<file path="src/verilog/bdc_pkg.sv">
// What this block does
// - Entry copies condition code into holding register
// - Holding register write changes restored code
// - Holding and page registers accessible only unsecured
// - Page index bit 7 enables paged access
// - Debug space commands to 0x3FF00-0x3FF0F never go global
// - Page index bits 3-0 select page
// - Fixed read-only family identifier at 0x3FF0F
// - Host sends hardware and firmware commands serially
// - Hardware commands accepted anytime except secure limits; memory and register commands dropped while an access waits
// - Firmware commands only unsecured and active
// - Secure reset: erased check sets both flags
// - Failed erase check sets enable only
// - Secured: debug only in special single-chip
// - Disabled: enter command ignored, others brief delay
// - Activation sources; special reset enabled and active
// - CPU finishes current instruction before firmware
// - Breakpoint type picks before or after
// - Debug space maps 0x3FF00 to 0x3FFFF
// - Debug registers hidden from user reads
// - Overlap entry increments saved program counter
// - Status bit 7 is debug enable
// - Status bit 6 set on entry, cleared exit
// - Enter-debug opcode 90 needs firmware enabled
// - Memory access steals cycle after 128 clocks
package bdc_pkg;
  localparam logic [17:0] BDC_SPACE_BASE   = 18'h3FF00;
  localparam logic [17:0] BDC_REG_LAST     = 18'h3FF0B;
  localparam logic [17:0] BDC_STATUS_ADDR  = 18'h3FF01;
  localparam logic [17:0] BDC_HOLD_ADDR    = 18'h3FF06;
  localparam logic [17:0] BDC_PAGE_ADDR    = 18'h3FF08;
  localparam logic [17:0] BDC_FAMILY_ADDR  = 18'h3FF0F;
  localparam int          BDC_ENABLE_BIT   = 7;
  localparam int          BDC_ACTIVE_BIT   = 6;
  localparam int          BDC_UNSECURED_FLAG_BIT    = 1;
  localparam int          BDC_PAGE_EN_BIT  = 7;
  localparam logic [7:0]  BDC_HOLD_RST_SSC = 8'hC8;
  localparam logic [7:0]  BDC_HOLD_RST_OTH = 8'h00;
  localparam logic [7:0]  BDC_PAGE_RST     = 8'h00;
  localparam logic [7:0]  BDC_OP_ENTER     = 8'h90;
  localparam logic [7:0]  BDC_OP_RD_BYTE   = 8'hE0;
  localparam logic [7:0]  BDC_OP_WR_BYTE   = 8'hC0;
  localparam logic [7:0]  BDC_OP_RD_BD     = 8'hE4;
  localparam logic [7:0]  BDC_OP_WR_BD     = 8'hC4;
  localparam logic [7:0]  BDC_OP_WR_PC     = 8'h43;
  localparam int          BDC_STEAL_CYCLES = 128;
  localparam int          BDC_DELAY_NS     = 80;
  localparam int          BDC_CLK_MHZ      = 125;
  localparam int          BDC_DELAY_CYC    = (BDC_DELAY_NS * BDC_CLK_MHZ + 999) / 1000;

  typedef struct packed {
    logic        valid;
    logic [7:0]  opcode;
    logic [17:0] addr;
    logic [7:0]  data;
  } bdc_cmd_t;

  typedef struct packed {
    logic        req;
    logic        write;
    logic        debug_space;
    logic        paged;
    logic [3:0]  page;
    logic [17:0] addr;
    logic [7:0]  data;
  } bdc_mem_t;

  function automatic logic bdc_in_space(input logic [17:0] a);
    return a >= BDC_SPACE_BASE;
  endfunction
endpackage

</file>
<file path="src/verilog/bdc_regbank.sv">
`timescale 1ns/1ps
module bdc_regbank
  import bdc_pkg::*;
(
  input  wire logic       clock,    // Bus clock
  input  wire logic       rst,      // Async reset
  input  wire logic       ssc_mode, // Special single-chip mode
  input  wire logic       hold_ld,  // Load holding register
  input  wire logic [7:0] hold_d,   // Holding data
  input  wire logic       page_ld,  // Load page index
  input  wire logic [7:0] page_d,   // Page data
  input  wire logic       init,     // Mode-dependent reload
  output logic      [7:0] hold_q,   // Holding register
  output logic      [7:0] page_q    // Page index register
);
  typedef struct packed {
    logic [7:0] hold;
    logic [7:0] page;
  } bdc_rb_t;
  bdc_rb_t st, next_st;

  always_comb begin
    next_st = st;
    if (init) begin
      next_st.hold = ssc_mode ? BDC_HOLD_RST_SSC : BDC_HOLD_RST_OTH;
    end else if (hold_ld) begin
      next_st.hold = hold_d;
    end
    if (page_ld) begin
      next_st.page = {page_d[7], 3'h0, page_d[3:0]};
    end
  end

  always_ff @(posedge clock or posedge rst) begin
    if (rst) begin
      st <= '0;
    end else begin
      st <= next_st;
    end
  end

  assign hold_q = st.hold;
  assign page_q = st.page;
endmodule

</file>
<file path="src/verilog/bdc_steal.sv">
`timescale 1ns/1ps
module bdc_steal
  import bdc_pkg::*;
#(
  parameter int LIMIT = BDC_STEAL_CYCLES
)(
  input  wire logic clock,    // Bus clock
  input  wire logic rst,      // Async reset
  input  wire logic pending,  // Access waiting
  input  wire logic bus_free, // CPU idle cycle
  output logic      go,       // Access now
  output logic      freeze    // Freeze CPU request
);
  if (LIMIT < 2 || LIMIT > 255) begin
    $error("LIMIT out of range");
  end
  typedef struct packed {
    logic [7:0] cnt;
    logic       freeze;
  } bdc_st_t;
  bdc_st_t st, next_st;

  always_comb begin
    next_st = st;
    if (!pending || bus_free || st.freeze) begin
      next_st.cnt = '0;
      next_st.freeze = 1'b0;
    end else if (st.cnt == 8'(LIMIT - 1)) begin
      next_st.freeze = 1'b1;
    end else begin
      next_st.cnt = st.cnt + 8'h01;
    end
  end

  always_ff @(posedge clock or posedge rst) begin
    if (rst) begin
      st <= '0;
    end else begin
      st <= next_st;
    end
  end

  assign freeze = st.freeze;
  assign go = pending && (bus_free || st.freeze);
endmodule

</file>
<file path="src/verilog/bdc_core.sv">
`timescale 1ns/1ps
module bdc_core
  import bdc_pkg::*;
#(
  parameter logic [7:0] FAMILY_IDENTIFIER = 8'h5A, // Arbitrary neutral value
  parameter int         DELAY     = BDC_DELAY_CYC
)(
  input  wire logic        clock,         // Bus clock
  input  wire logic        rst,           // Async reset, high
  input  wire logic        ssc_mode,      // Special single-chip mode
  input  wire logic        secured,       // Device secured
  input  wire logic        erase_done,    // Erase check finished
  input  wire logic        erase_ok,      // Memories verified erased
  input  wire bdc_cmd_t    cmd,           // Decoded serial command
  input  wire logic        fw_cmd,        // Command is firmware class
  input  wire logic        halt_insn,     // CPU halt-to-debug instruction
  input  wire logic        brk_before,    // Breakpoint, enter before next
  input  wire logic        brk_after,     // Breakpoint, enter after next
  input  wire logic        insn_end,      // CPU instruction boundary
  input  wire logic [7:0]  cpu_ccr,       // User condition code
  input  wire logic [15:0] cpu_pc,        // User program counter
  input  wire logic        fw_exit,       // Firmware exit store
  input  wire logic        bus_free,      // Free bus cycle
  input  wire logic        user_rd,       // User program read
  input  wire logic [17:0] user_addr,     // User read address
  output bdc_mem_t         mem,           // Memory access request
  output logic             cpu_freeze,    // Steal a cycle
  output logic             cpu_stall,     // Brief activation delay
  output logic             fw_go,         // Firmware command run
  output logic             fw_map,        // Firmware table in map
  output logic             secure_map,    // Secure table overlay
  output logic [7:0]       restore_ccr,   // Code restored on exit
  output logic [15:0]      saved_pc,      // Saved program counter
  output logic [7:0]       rd_data,       // Debug space read data
  output logic             rd_valid,      // Read data strobe
  output logic             user_hidden,   // User read blocked
  output logic [7:0]       status         // Debug status register
);
  // The delay counter is eight bits wide and must count at least once
  if (DELAY < 1 || DELAY > 255) begin
    $error("DELAY out of range");
  end

  typedef enum {S_RESET, S_SECCHK, S_LOOP, S_RUN, S_PEND, S_ACTIVE} bdc_state_t;

  typedef struct packed {
    bdc_state_t  fsm;
    logic        enable;
    logic        active;
    logic        unsecured_flag;
    logic        brk_wait;
    logic [7:0]  dly;
    logic        stall;
    logic        fw_go;
    bdc_mem_t    mem;
    logic [15:0] pc;
    logic [7:0]  rdata;
    logic        rvalid;
    logic        hidden;
    logic        secmap;
  } bdc_core_t;

  bdc_core_t st, next_st;
  logic [7:0] hold_q, page_q;
  logic       hold_ld, page_ld, rb_init;
  logic [7:0] hold_d;
  logic       steal_go, steal_freeze;
  logic       open_access, is_hw, is_bd, is_wr, dbg_allowed, trigger;

  bdc_regbank u_regs (
    .clock    (clock),
    .rst      (rst),
    .ssc_mode (ssc_mode),
    .hold_ld  (hold_ld),
    .hold_d   (hold_d),
    .page_ld  (page_ld),
    .page_d   (cmd.data),
    .init     (rb_init),
    .hold_q   (hold_q),
    .page_q   (page_q)
  );

  bdc_steal u_steal (
    .clock    (clock),
    .rst      (rst),
    .pending  (st.mem.req),
    .bus_free (bus_free),
    .go       (steal_go),
    .freeze   (steal_freeze)
  );

  always_comb begin
    dbg_allowed = !secured || ssc_mode;
    open_access = !secured || st.unsecured_flag;
    is_hw = cmd.valid && !fw_cmd && dbg_allowed;
    is_bd = (cmd.opcode == BDC_OP_RD_BD) || (cmd.opcode == BDC_OP_WR_BD);
    is_wr = (cmd.opcode == BDC_OP_WR_BD) || (cmd.opcode == BDC_OP_WR_BYTE);
    trigger = 1'b0;
    hold_ld = 1'b0;
    hold_d = cmd.data;
    page_ld = 1'b0;
    rb_init = 1'b0;
    next_st = st;
    next_st.rvalid = 1'b0;
    next_st.fw_go = 1'b0;
    next_st.hidden = 1'b0;

    unique case (st.fsm)
      S_RESET: begin
        rb_init = 1'b1;
        if (ssc_mode && secured) begin
          next_st.fsm = S_SECCHK;
        end else begin
          next_st.enable = ssc_mode;
          next_st.active = ssc_mode;
          next_st.fsm = ssc_mode ? S_ACTIVE : S_RUN;
        end
      end
      S_SECCHK: begin
        if (erase_done) begin
          if (erase_ok) begin
            next_st.unsecured_flag = 1'b1;
            next_st.enable = 1'b1;
            next_st.active = 1'b1;
            next_st.fsm = S_ACTIVE;
          end else begin
            next_st.enable = 1'b1;
            next_st.fsm = S_LOOP;
          end
        end
      end
      S_LOOP: begin
        next_st.fsm = S_LOOP;
      end
      S_RUN: begin
        if (st.enable && open_access) begin
          if ((is_hw && cmd.opcode == BDC_OP_ENTER) || halt_insn || brk_before) begin
            trigger = 1'b1;
          end else if (brk_after) begin
            next_st.brk_wait = 1'b1;
          end
        end else if (halt_insn || brk_before || brk_after) begin
          next_st.stall = 1'b1;
          next_st.dly = 8'(DELAY);
        end
        if (st.brk_wait && insn_end) begin
          trigger = 1'b1;
        end
        if (trigger) begin
          next_st.brk_wait = 1'b0;
          next_st.fsm = S_PEND;
        end
      end
      S_PEND: begin
        if (insn_end) begin
          hold_ld = 1'b1;
          hold_d = cpu_ccr;
          next_st.pc = bdc_in_space({2'b11, cpu_pc}) ? cpu_pc + 16'h0001 : cpu_pc;
          next_st.active = 1'b1;
          next_st.fsm = S_ACTIVE;
        end
      end
      S_ACTIVE: begin
        next_st.fw_go = cmd.valid && fw_cmd && open_access;
        if (cmd.valid && fw_cmd && cmd.opcode == BDC_OP_WR_PC && next_st.fw_go) begin
          next_st.pc = {8'h00, cmd.data};
        end
        if (fw_exit) begin
          next_st.active = 1'b0;
          next_st.fsm = S_RUN;
        end
      end
    endcase

    if (st.stall) begin
      next_st.dly = st.dly - 8'h01;
      next_st.stall = st.dly != 8'h01;
    end

    if (is_hw && cmd.opcode != BDC_OP_ENTER && !st.mem.req) begin
      next_st.mem.req = 1'b1;
      next_st.mem.write = is_wr;
      next_st.mem.addr = cmd.addr;
      next_st.mem.data = cmd.data;
      next_st.mem.paged = page_q[BDC_PAGE_EN_BIT];
      next_st.mem.page = page_q[3:0];
      next_st.mem.debug_space = is_bd;
      if (is_bd && (cmd.addr <= BDC_FAMILY_ADDR) && bdc_in_space(cmd.addr)) begin
        next_st.mem.req = 1'b0;
        if (is_wr) begin
          if (cmd.addr == BDC_STATUS_ADDR) begin
            next_st.enable = cmd.data[BDC_ENABLE_BIT];
            next_st.active = cmd.data[BDC_ACTIVE_BIT] & st.active;
          end
          if (open_access && cmd.addr == BDC_HOLD_ADDR) begin
            hold_ld = 1'b1;
          end
          page_ld = open_access && cmd.addr == BDC_PAGE_ADDR;
        end else begin
          next_st.rvalid = 1'b1;
          unique case (cmd.addr)
            BDC_STATUS_ADDR: next_st.rdata = status;
            BDC_HOLD_ADDR:   next_st.rdata = open_access ? hold_q : 8'h00;
            BDC_PAGE_ADDR:   next_st.rdata = open_access ? page_q : 8'h00;
            BDC_FAMILY_ADDR: next_st.rdata = FAMILY_IDENTIFIER;
            default:         next_st.rdata = 8'h00;
          endcase
        end
      end
    end else if (steal_go) begin
      next_st.mem.req = 1'b0;
    end

    next_st.hidden = user_rd && user_addr >= BDC_SPACE_BASE && user_addr <= BDC_REG_LAST;
    // Registered so the overlay select has no decode glitch at the pin
    next_st.secmap = (next_st.fsm == S_SECCHK) || (next_st.fsm == S_LOOP);
  end

  always_ff @(posedge clock or posedge rst) begin
    if (rst) begin
      st <= '{fsm: S_RESET, default: '0};
    end else begin
      st <= next_st;
    end
  end

  always_comb begin
    status = 8'h00;
    status[BDC_ENABLE_BIT] = st.enable;
    status[BDC_ACTIVE_BIT] = st.active;
    status[BDC_UNSECURED_FLAG_BIT] = st.unsecured_flag;
  end

  assign mem = st.mem;
  assign cpu_freeze = steal_freeze;
  assign cpu_stall = st.stall;
  assign fw_go = st.fw_go;
  assign fw_map = st.active;
  assign secure_map = st.secmap;
  assign restore_ccr = hold_q;
  assign saved_pc = st.pc;
  assign rd_data = st.rdata;
  assign rd_valid = st.rvalid;
  assign user_hidden = st.hidden;
endmodule

</file>
<file path="config.mk">
export PLATFORM = sky130hd
export DESIGN_NAME = bdc_core
export DESIGN_NICKNAME = d
export VERILOG_FILES = /design/src/verilog/bdc_pkg.sv /design/src/verilog/bdc_regbank.sv /design/src/verilog/bdc_steal.sv /design/src/verilog/bdc_core.sv
export SDC_FILE = /design/constraint.sdc
export NUM_CORES = 1
export LEC_CHECK = 0
export BUFFER_PORTS_ARGS = -buffer_cell sky130_fd_sc_hd__buf_2
export CAP_MARGIN = 20
export CELL_PAD_IN_SITES_DETAIL_PLACEMENT = 1
export CELL_PAD_IN_SITES_GLOBAL_PLACEMENT = 2
export CORE_MARGIN = 4
export CORE_UTILIZATION = 34
export CTS_CLUSTER_DIAMETER = 120
export DETAILED_ROUTE_END_ITERATION = 10
export PLACE_DENSITY_LB_ADDON = 0.1
export SYNTH_ARGS = -nofsm -noshare
export SYNTH_HDL_FRONTEND = slang
export SYNTH_SLANG_ARGS = --single-unit
</file>
<file path="constraint.sdc">
create_clock -name clock -period 6.3 [get_ports clock]
set_clock_uncertainty 0.15 [all_clocks]
set_input_delay 0.945 -clock clock [delete_from_list [all_inputs] [get_ports clock]]
set_output_delay 0.945 -clock clock [all_outputs]
set_load 0.02 [all_outputs]
</file>
Yosys cells after proc, flatten, opt, wreduce, memory -nomap -nowiden. Index checks and enable logic that the tools add are counted.

Bits in registers: 129. Output and inout port bits: 81. Logic and storage cells: 168.

Add/sub/neg operators: 3. Order comparisons: 5. Eq/ne operators: 24. Mux-type cells: 62. Bitwise logic cells: 2. Reductions and logical operators: 48.

Operators with widths (number): case mux 32 bit (6 select lines) (1); == test 32 x 2 -> 1 bit, second input constant (3); == test 32 x 3 -> 1 bit, second input constant (3); two-way mux 32 bit (3); == test 18 bit, second input constant (4); two-way mux 8 bit (8); greater-or-equal comparator 18 bit, second input constant (3); two-way mux 16 bit (3); two-way mux 9 bit (5); <= comparator 18 bit, second input constant (2); two-way mux 35 bit (1); == test 32 x 1 -> 1 bit, second input constant (1); == test 8 bit, second input constant (4); logical NOT 32 bit (1); case mux 16 bit (2 select lines) (1); case mux 8 bit (4 select lines) (1); two-way mux 1 bit (28); logical AND 1 bit (19); adder 16 x 1 -> 16 bit, second input constant (1); == test 8 x 7 -> 1 bit, second input constant (2); nonzero test 2 bit (8); logical OR 1 bit (12); two-way mux 2 bit (6); AND reduction 3 bit (4); 14 further kinds (20).

Longest topological paths before layout.
Depth after elaboration: 14. Mapped depth: 9. Depth with buffers taken out: 6.

Cells and area by module. A second synthesis with hierarchy kept.

Cell total of the unflattened synthesis: 581. Area total of the unflattened synthesis: 6471.2 um^2.

Modules (own cells, without submodules): bdc_core (times used 1, cells an instance 494, area an instance 5444.0 um^2); bdc_regbank (times used 1, cells an instance 41, area an instance 574.3 um^2); bdc_steal (times used 1, cells an instance 46, area an instance 452.9 um^2).

Worst setup path before layout. No wires, ideal clock.

Path kind: input to register. Start point: input cmd[12] (netlist bit). End point: register st, in the netlist fw_map. Arrival time: 2.997 ns. Data required time: 6.025 ns. Path slack: 3.028 ns. Stages: 6. Path buffers: 0. Cell sequence: or4b_1 or4_4 nor2_4 nand2_2 or3_4 mux2_4.

RTL lines: from (decl) (RTL line bdc_core.sv:14) `input wire bdc_cmd_t cmd,`; to (signal assigned) (RTL line bdc_core.sv:223) `st <= next_st;`; to (decl) (RTL line bdc_core.sv:63) `bdc_core_t st, next_st;`.

Worst setup path after layout.
Start point: input cmd[12] (netlist bit). End point: register u_regs.st, in the netlist u_regs.page_q[1].

Cells in the longest elaborated chain, start to end: 5. Elaborated cells between the ends (all ways): 9.

Ends and longest elaborated chain: <= comparator 18 bit or == test 18 bit (tied branches) (RTL line bdc_core.sv:188, bdc_core.sv:198); logical AND 1 bit (on tied branches) (RTL line bdc_core.sv:188, bdc_core.sv:198); logical AND 1 bit or two-way mux 1 bit (tied branches) (RTL line bdc_core.sv:188, bdc_core.sv:190); two-way mux 1 bit (*) (RTL line bdc_core.sv:188) `if (is_bd && (cmd.addr <= BDC_FAMILY_ADDR) && bdc_in_space(cmd.addr)) begin`; two-way mux 1 bit (*) (RTL line bdc_core.sv:180) `if (is_hw && cmd.opcode != BDC_OP_ENTER && !st.mem.req) begin`; to (signal assigned) (RTL line bdc_regbank.sv:38) `st <= next_st;`; to (decl) (RTL line bdc_regbank.sv:20) `bdc_rb_t st, next_st;`.

Mark *: on every way between the ends. The rest lies on a longest branch, timed or not. A chain may end at the register's enable or synchronous reset.

==> flow_summary.json <==
{
  "post_cts_buffers": 0,
  "synth.avg_cell_area_um2": 9.97,
  "clock_latency_ps": 410,
  "rrSetupSlack_ps": 3520,
  "detail-route-antenna-nets": 0,
  "power_density_nw_per_um2": 282,
  "wirelength_um": 17300,
  "cts_hold_buf": 0,
  "dp.cells": 963,
  "hold_path_end": "mem[8]$_DFFE_PP0P_",
  "slew_viol_final": 0,
  "cts_sinks": 129,
  "ys_ff_latch": 129,
  "drtIter0Drc": 200,
  "place_area_um2": 6890,
  "grt_remaining_overflow": 0,
  "syn2layout_area_growth_pct": 21.3,
  "tns_ps": 0,
  "cp_num_buf_inv": 1,
  "max_cap_violations": 0,
  "hold_violations": 0,
  "cts_tree": "built",
  "boundaryPins": 172,
  "fin_nets": 850,
  "fin_ws_ps": 2940,
  "dieArea_um2": 20500,
  "reg2reg_depth": 5,
  "min_period_ps": 3360,
  "asyncSetResetFlopFracSynth_pct": 100,
  "routedWlPerCell_um": 17.4,
  "cts_root_buffer": "clkbuf_16",
  "end_kind": "flop",
  "initial_core_util_pct": 34.5,
  "cts.htree.levels": 4,
  "ys_seq_area_share_pct": 52.0,
  "arrival_ps": 3500,
  "hold_path_depth": 2,
  "synth-edff-count": 0,
  "min_path_type": "flop to flop",
  "place.gp.congestion": 0.787,
  "grt_usage_pct": 17.3,
  "dp_hpwl_um": 13100,
  "p_leak_nw": 3.73,
  "status": "complete, no violations",
  "fmax_mhz": 298,
  "slowest_stage": "or4b_1",
  "utilization_pct": 41.9,
  "antenna_found_initial": 1,
  "drc_errors": 0,
  "worstPathMaxFanout": 6,
  "syn-cell-area_um2": 6200,
  "viasPerCell": 4.89,
  "rows": 49,
  "max_slew.worst_pin.slew_ps": 830,
  "layout-drive-gt1-share_pct": 28.8,
  "fp.dieH_um": 143,
  "dr_total_vias": 4876,
  "grt_max_degree": 77,
  "crit_required_ps": 6440,
  "layout.cells.non_filler": 997,
  "grt_pass1_vias": 5174,
  "ctsResizeCount": 0,
  "startpoint_type": "input port",
  "clockBufferDepth": 2,
  "ys_types": 64,
  "period_share_pct": 53.3,
  "cp_cell_sequence": "buf_2, or4b_1, nor4_1, nand2_1, nor4_4, nor3b_4, mux2_2",
  "final_cell_mix": "164 x buf_2, 129 x dfrtp_1, 128 x nand2_1",
  "finalPower_mw": 2.12,
  "whs_ps": 319,
  "numCtsBuffers": 17,
  "die_x_um": 143,
  "rsz0062_at_grt": "false",
  "cts.clk_slew.worst_paths_ps": 60,
  "r2r_end": "saved_pc[15]$_DFFE_PP0P_",
  "r2r-start": "st[101]$_DFF_PP0_",
  "final_common_cell": "buf_2",
  "ys.flop_type": "dfrtp_1",
  "max-vdd-ir-drop_v": 0.000188,
  "firstDrtPassIters": 4,
  "crit_type": "input port to flop",
  "final_cell_area_um2": 7520,
  "setup_viol": 0,
  "pre_cts_ws_ps": 2490,
  "fillCellCount": 2117,
  "slew_headroom_pct": 44.5,
  "critPathTopFamily": "simple AND/OR/NAND/NOR gates",
  "syn-instance-count": 622,
  "worstHoldStart": "mem[8]$_DFFE_PP0P_",
  "ys_warn_count": 0,
  "port_buffers": 164,
  "fp.coreArea_um2": 18000,
  "cp_slowest_stage_delay_ps": 570,
  "grt_pass1_wl_um": 27600
}
-- cell usage after synthesis, types with 2 or more instances --
master / n / area (um^2)
a21oi_1: 18 / 90.1
nand2b_1: 6 / 37.5
o22ai_1: 2 / 12.5
nor3b_1: 2 / 15.0
or4_1: 3 / 22.5
and3_1: 4 / 25.0
nor4_4: 2 / 42.5
and2_1: 7 / 43.8
nand3b_1: 5 / 37.5
dfrtp_1: 129 / 3230
nor3_1: 7 / 35.0
nand3_1: 14 / 70.1
xnor2_1: 7 / 61.3
and4_1: 6 / 52.6
a221o_1: 3 / 30.0
or3_1: 6 / 37.5
o31ai_1: 3 / 22.5
a22o_1: 14 / 123
buf_4: 66 / 495
mux2i_1: 17 / 170
mux2_2: 6 / 67.6
nor2_1: 24 / 90.1
a31oi_1: 4 / 25.0
clkbuf_1: 20 / 75.1
nor2b_1: 4 / 25.0
inv_1: 9 / 33.8
nand2_1: 128 / 480
ha_1: 5 / 62.6
nor4_1: 9 / 56.3
buf_2: 3 / 15.0
xor2_1: 4 / 35.0
a41oi_1: 2 / 17.5
o21ai_0: 39 / 195
nand4_1: 14 / 87.6
-- layout make-up --
| cell class | instances | area, um^2 | area share [%] |
|---|---|---|---|
| sequential | 129 | 3230 | 42.9 |
| multi-input combinational | 428 | 2490 | 33.1 |
| timing repair buffer | 169 | 878 | 11.7 |
| clock buffer | 20 | 467 | 6.20 |
| tap | 229 | 287 | 3.81 |
| clock inverter | 12 | 133 | 1.76 |
| inverter | 9 | 38.8 | 0.516 |
| antenna | 1 | 2.50 | 0.0333 |
-- power by group --
group	switching [mW]	leakage (nW)	internal, mW	total [mW]
sequential	0.0252	1.65	0.876	0.901
combinational	0.150	1.79	0.0750	0.225
clock	0.381	0.288	0.615	0.996
-- cells by family after synthesis --
| logic type | after synthesis | share of synthesized area [%] |
|---|---|---|
| other cells | 1 | 0.0605 |
| xor+xnor | 11 | 1.55 |
| mux | 24 | 4.07 |
| flops | 129 | 52.0 |
| simple gates | 253 | 20.7 |
| fa+ha+maj | 5 | 1.01 |
| compound gates | 101 | 10.6 |
| buf+inv | 98 | 9.98 |
-- how the worst max path moves through the flow --
stage          startpoint                            to  cells past startpoint
2_1_floorplan         rst         cpu_stall$_DFFE_PP0P_                      1
3_3_place_gp      cmd[12]  u_regs.page_q[2]$_DFFE_PP0P_                      7
3_5_place_dp      cmd[12]  u_regs.page_q[3]$_DFFE_PP0P_                      7
4_1_cts           cmd[12]  u_regs.page_q[3]$_DFFE_PP0P_                      7
5_1_grt           cmd[12]  u_regs.page_q[2]$_DFFE_PP0P_                      7
6_report          cmd[12]  u_regs.page_q[1]$_DFFE_PP0P_                      7
-- routing by layer --
layer	GRT usage, %	vias to the layer above	share of wire [%]
li1	-	2330	-
met1	21.4	2423	42
met2	29.9	104	53
met3	3.58	19	3.9
met4	6.15	0	1.7
met5	0	-	0
-- worst min-delay path: cells and delay by family (launching register included) --
family / cells / cell delay, ps
flip-flops: 1 / 340
AND/OR/NAND/NOR: 2 / 100
-- flip-flops by register name, summed over array words and instances, names as in the netlist --
signal          count
saved_pc           16
u_regs.page_q       5
fw_go               1
secure_map          1
mem                34
user_hidden         1
u_steal.freeze      1
rd_valid            1
u_steal.st          8
rd_data             8
u_regs.hold_q       8
fw_map              1
cpu_stall           1
st                 41
status              2
No activity file was read; power rests on OpenSTA's default activity.
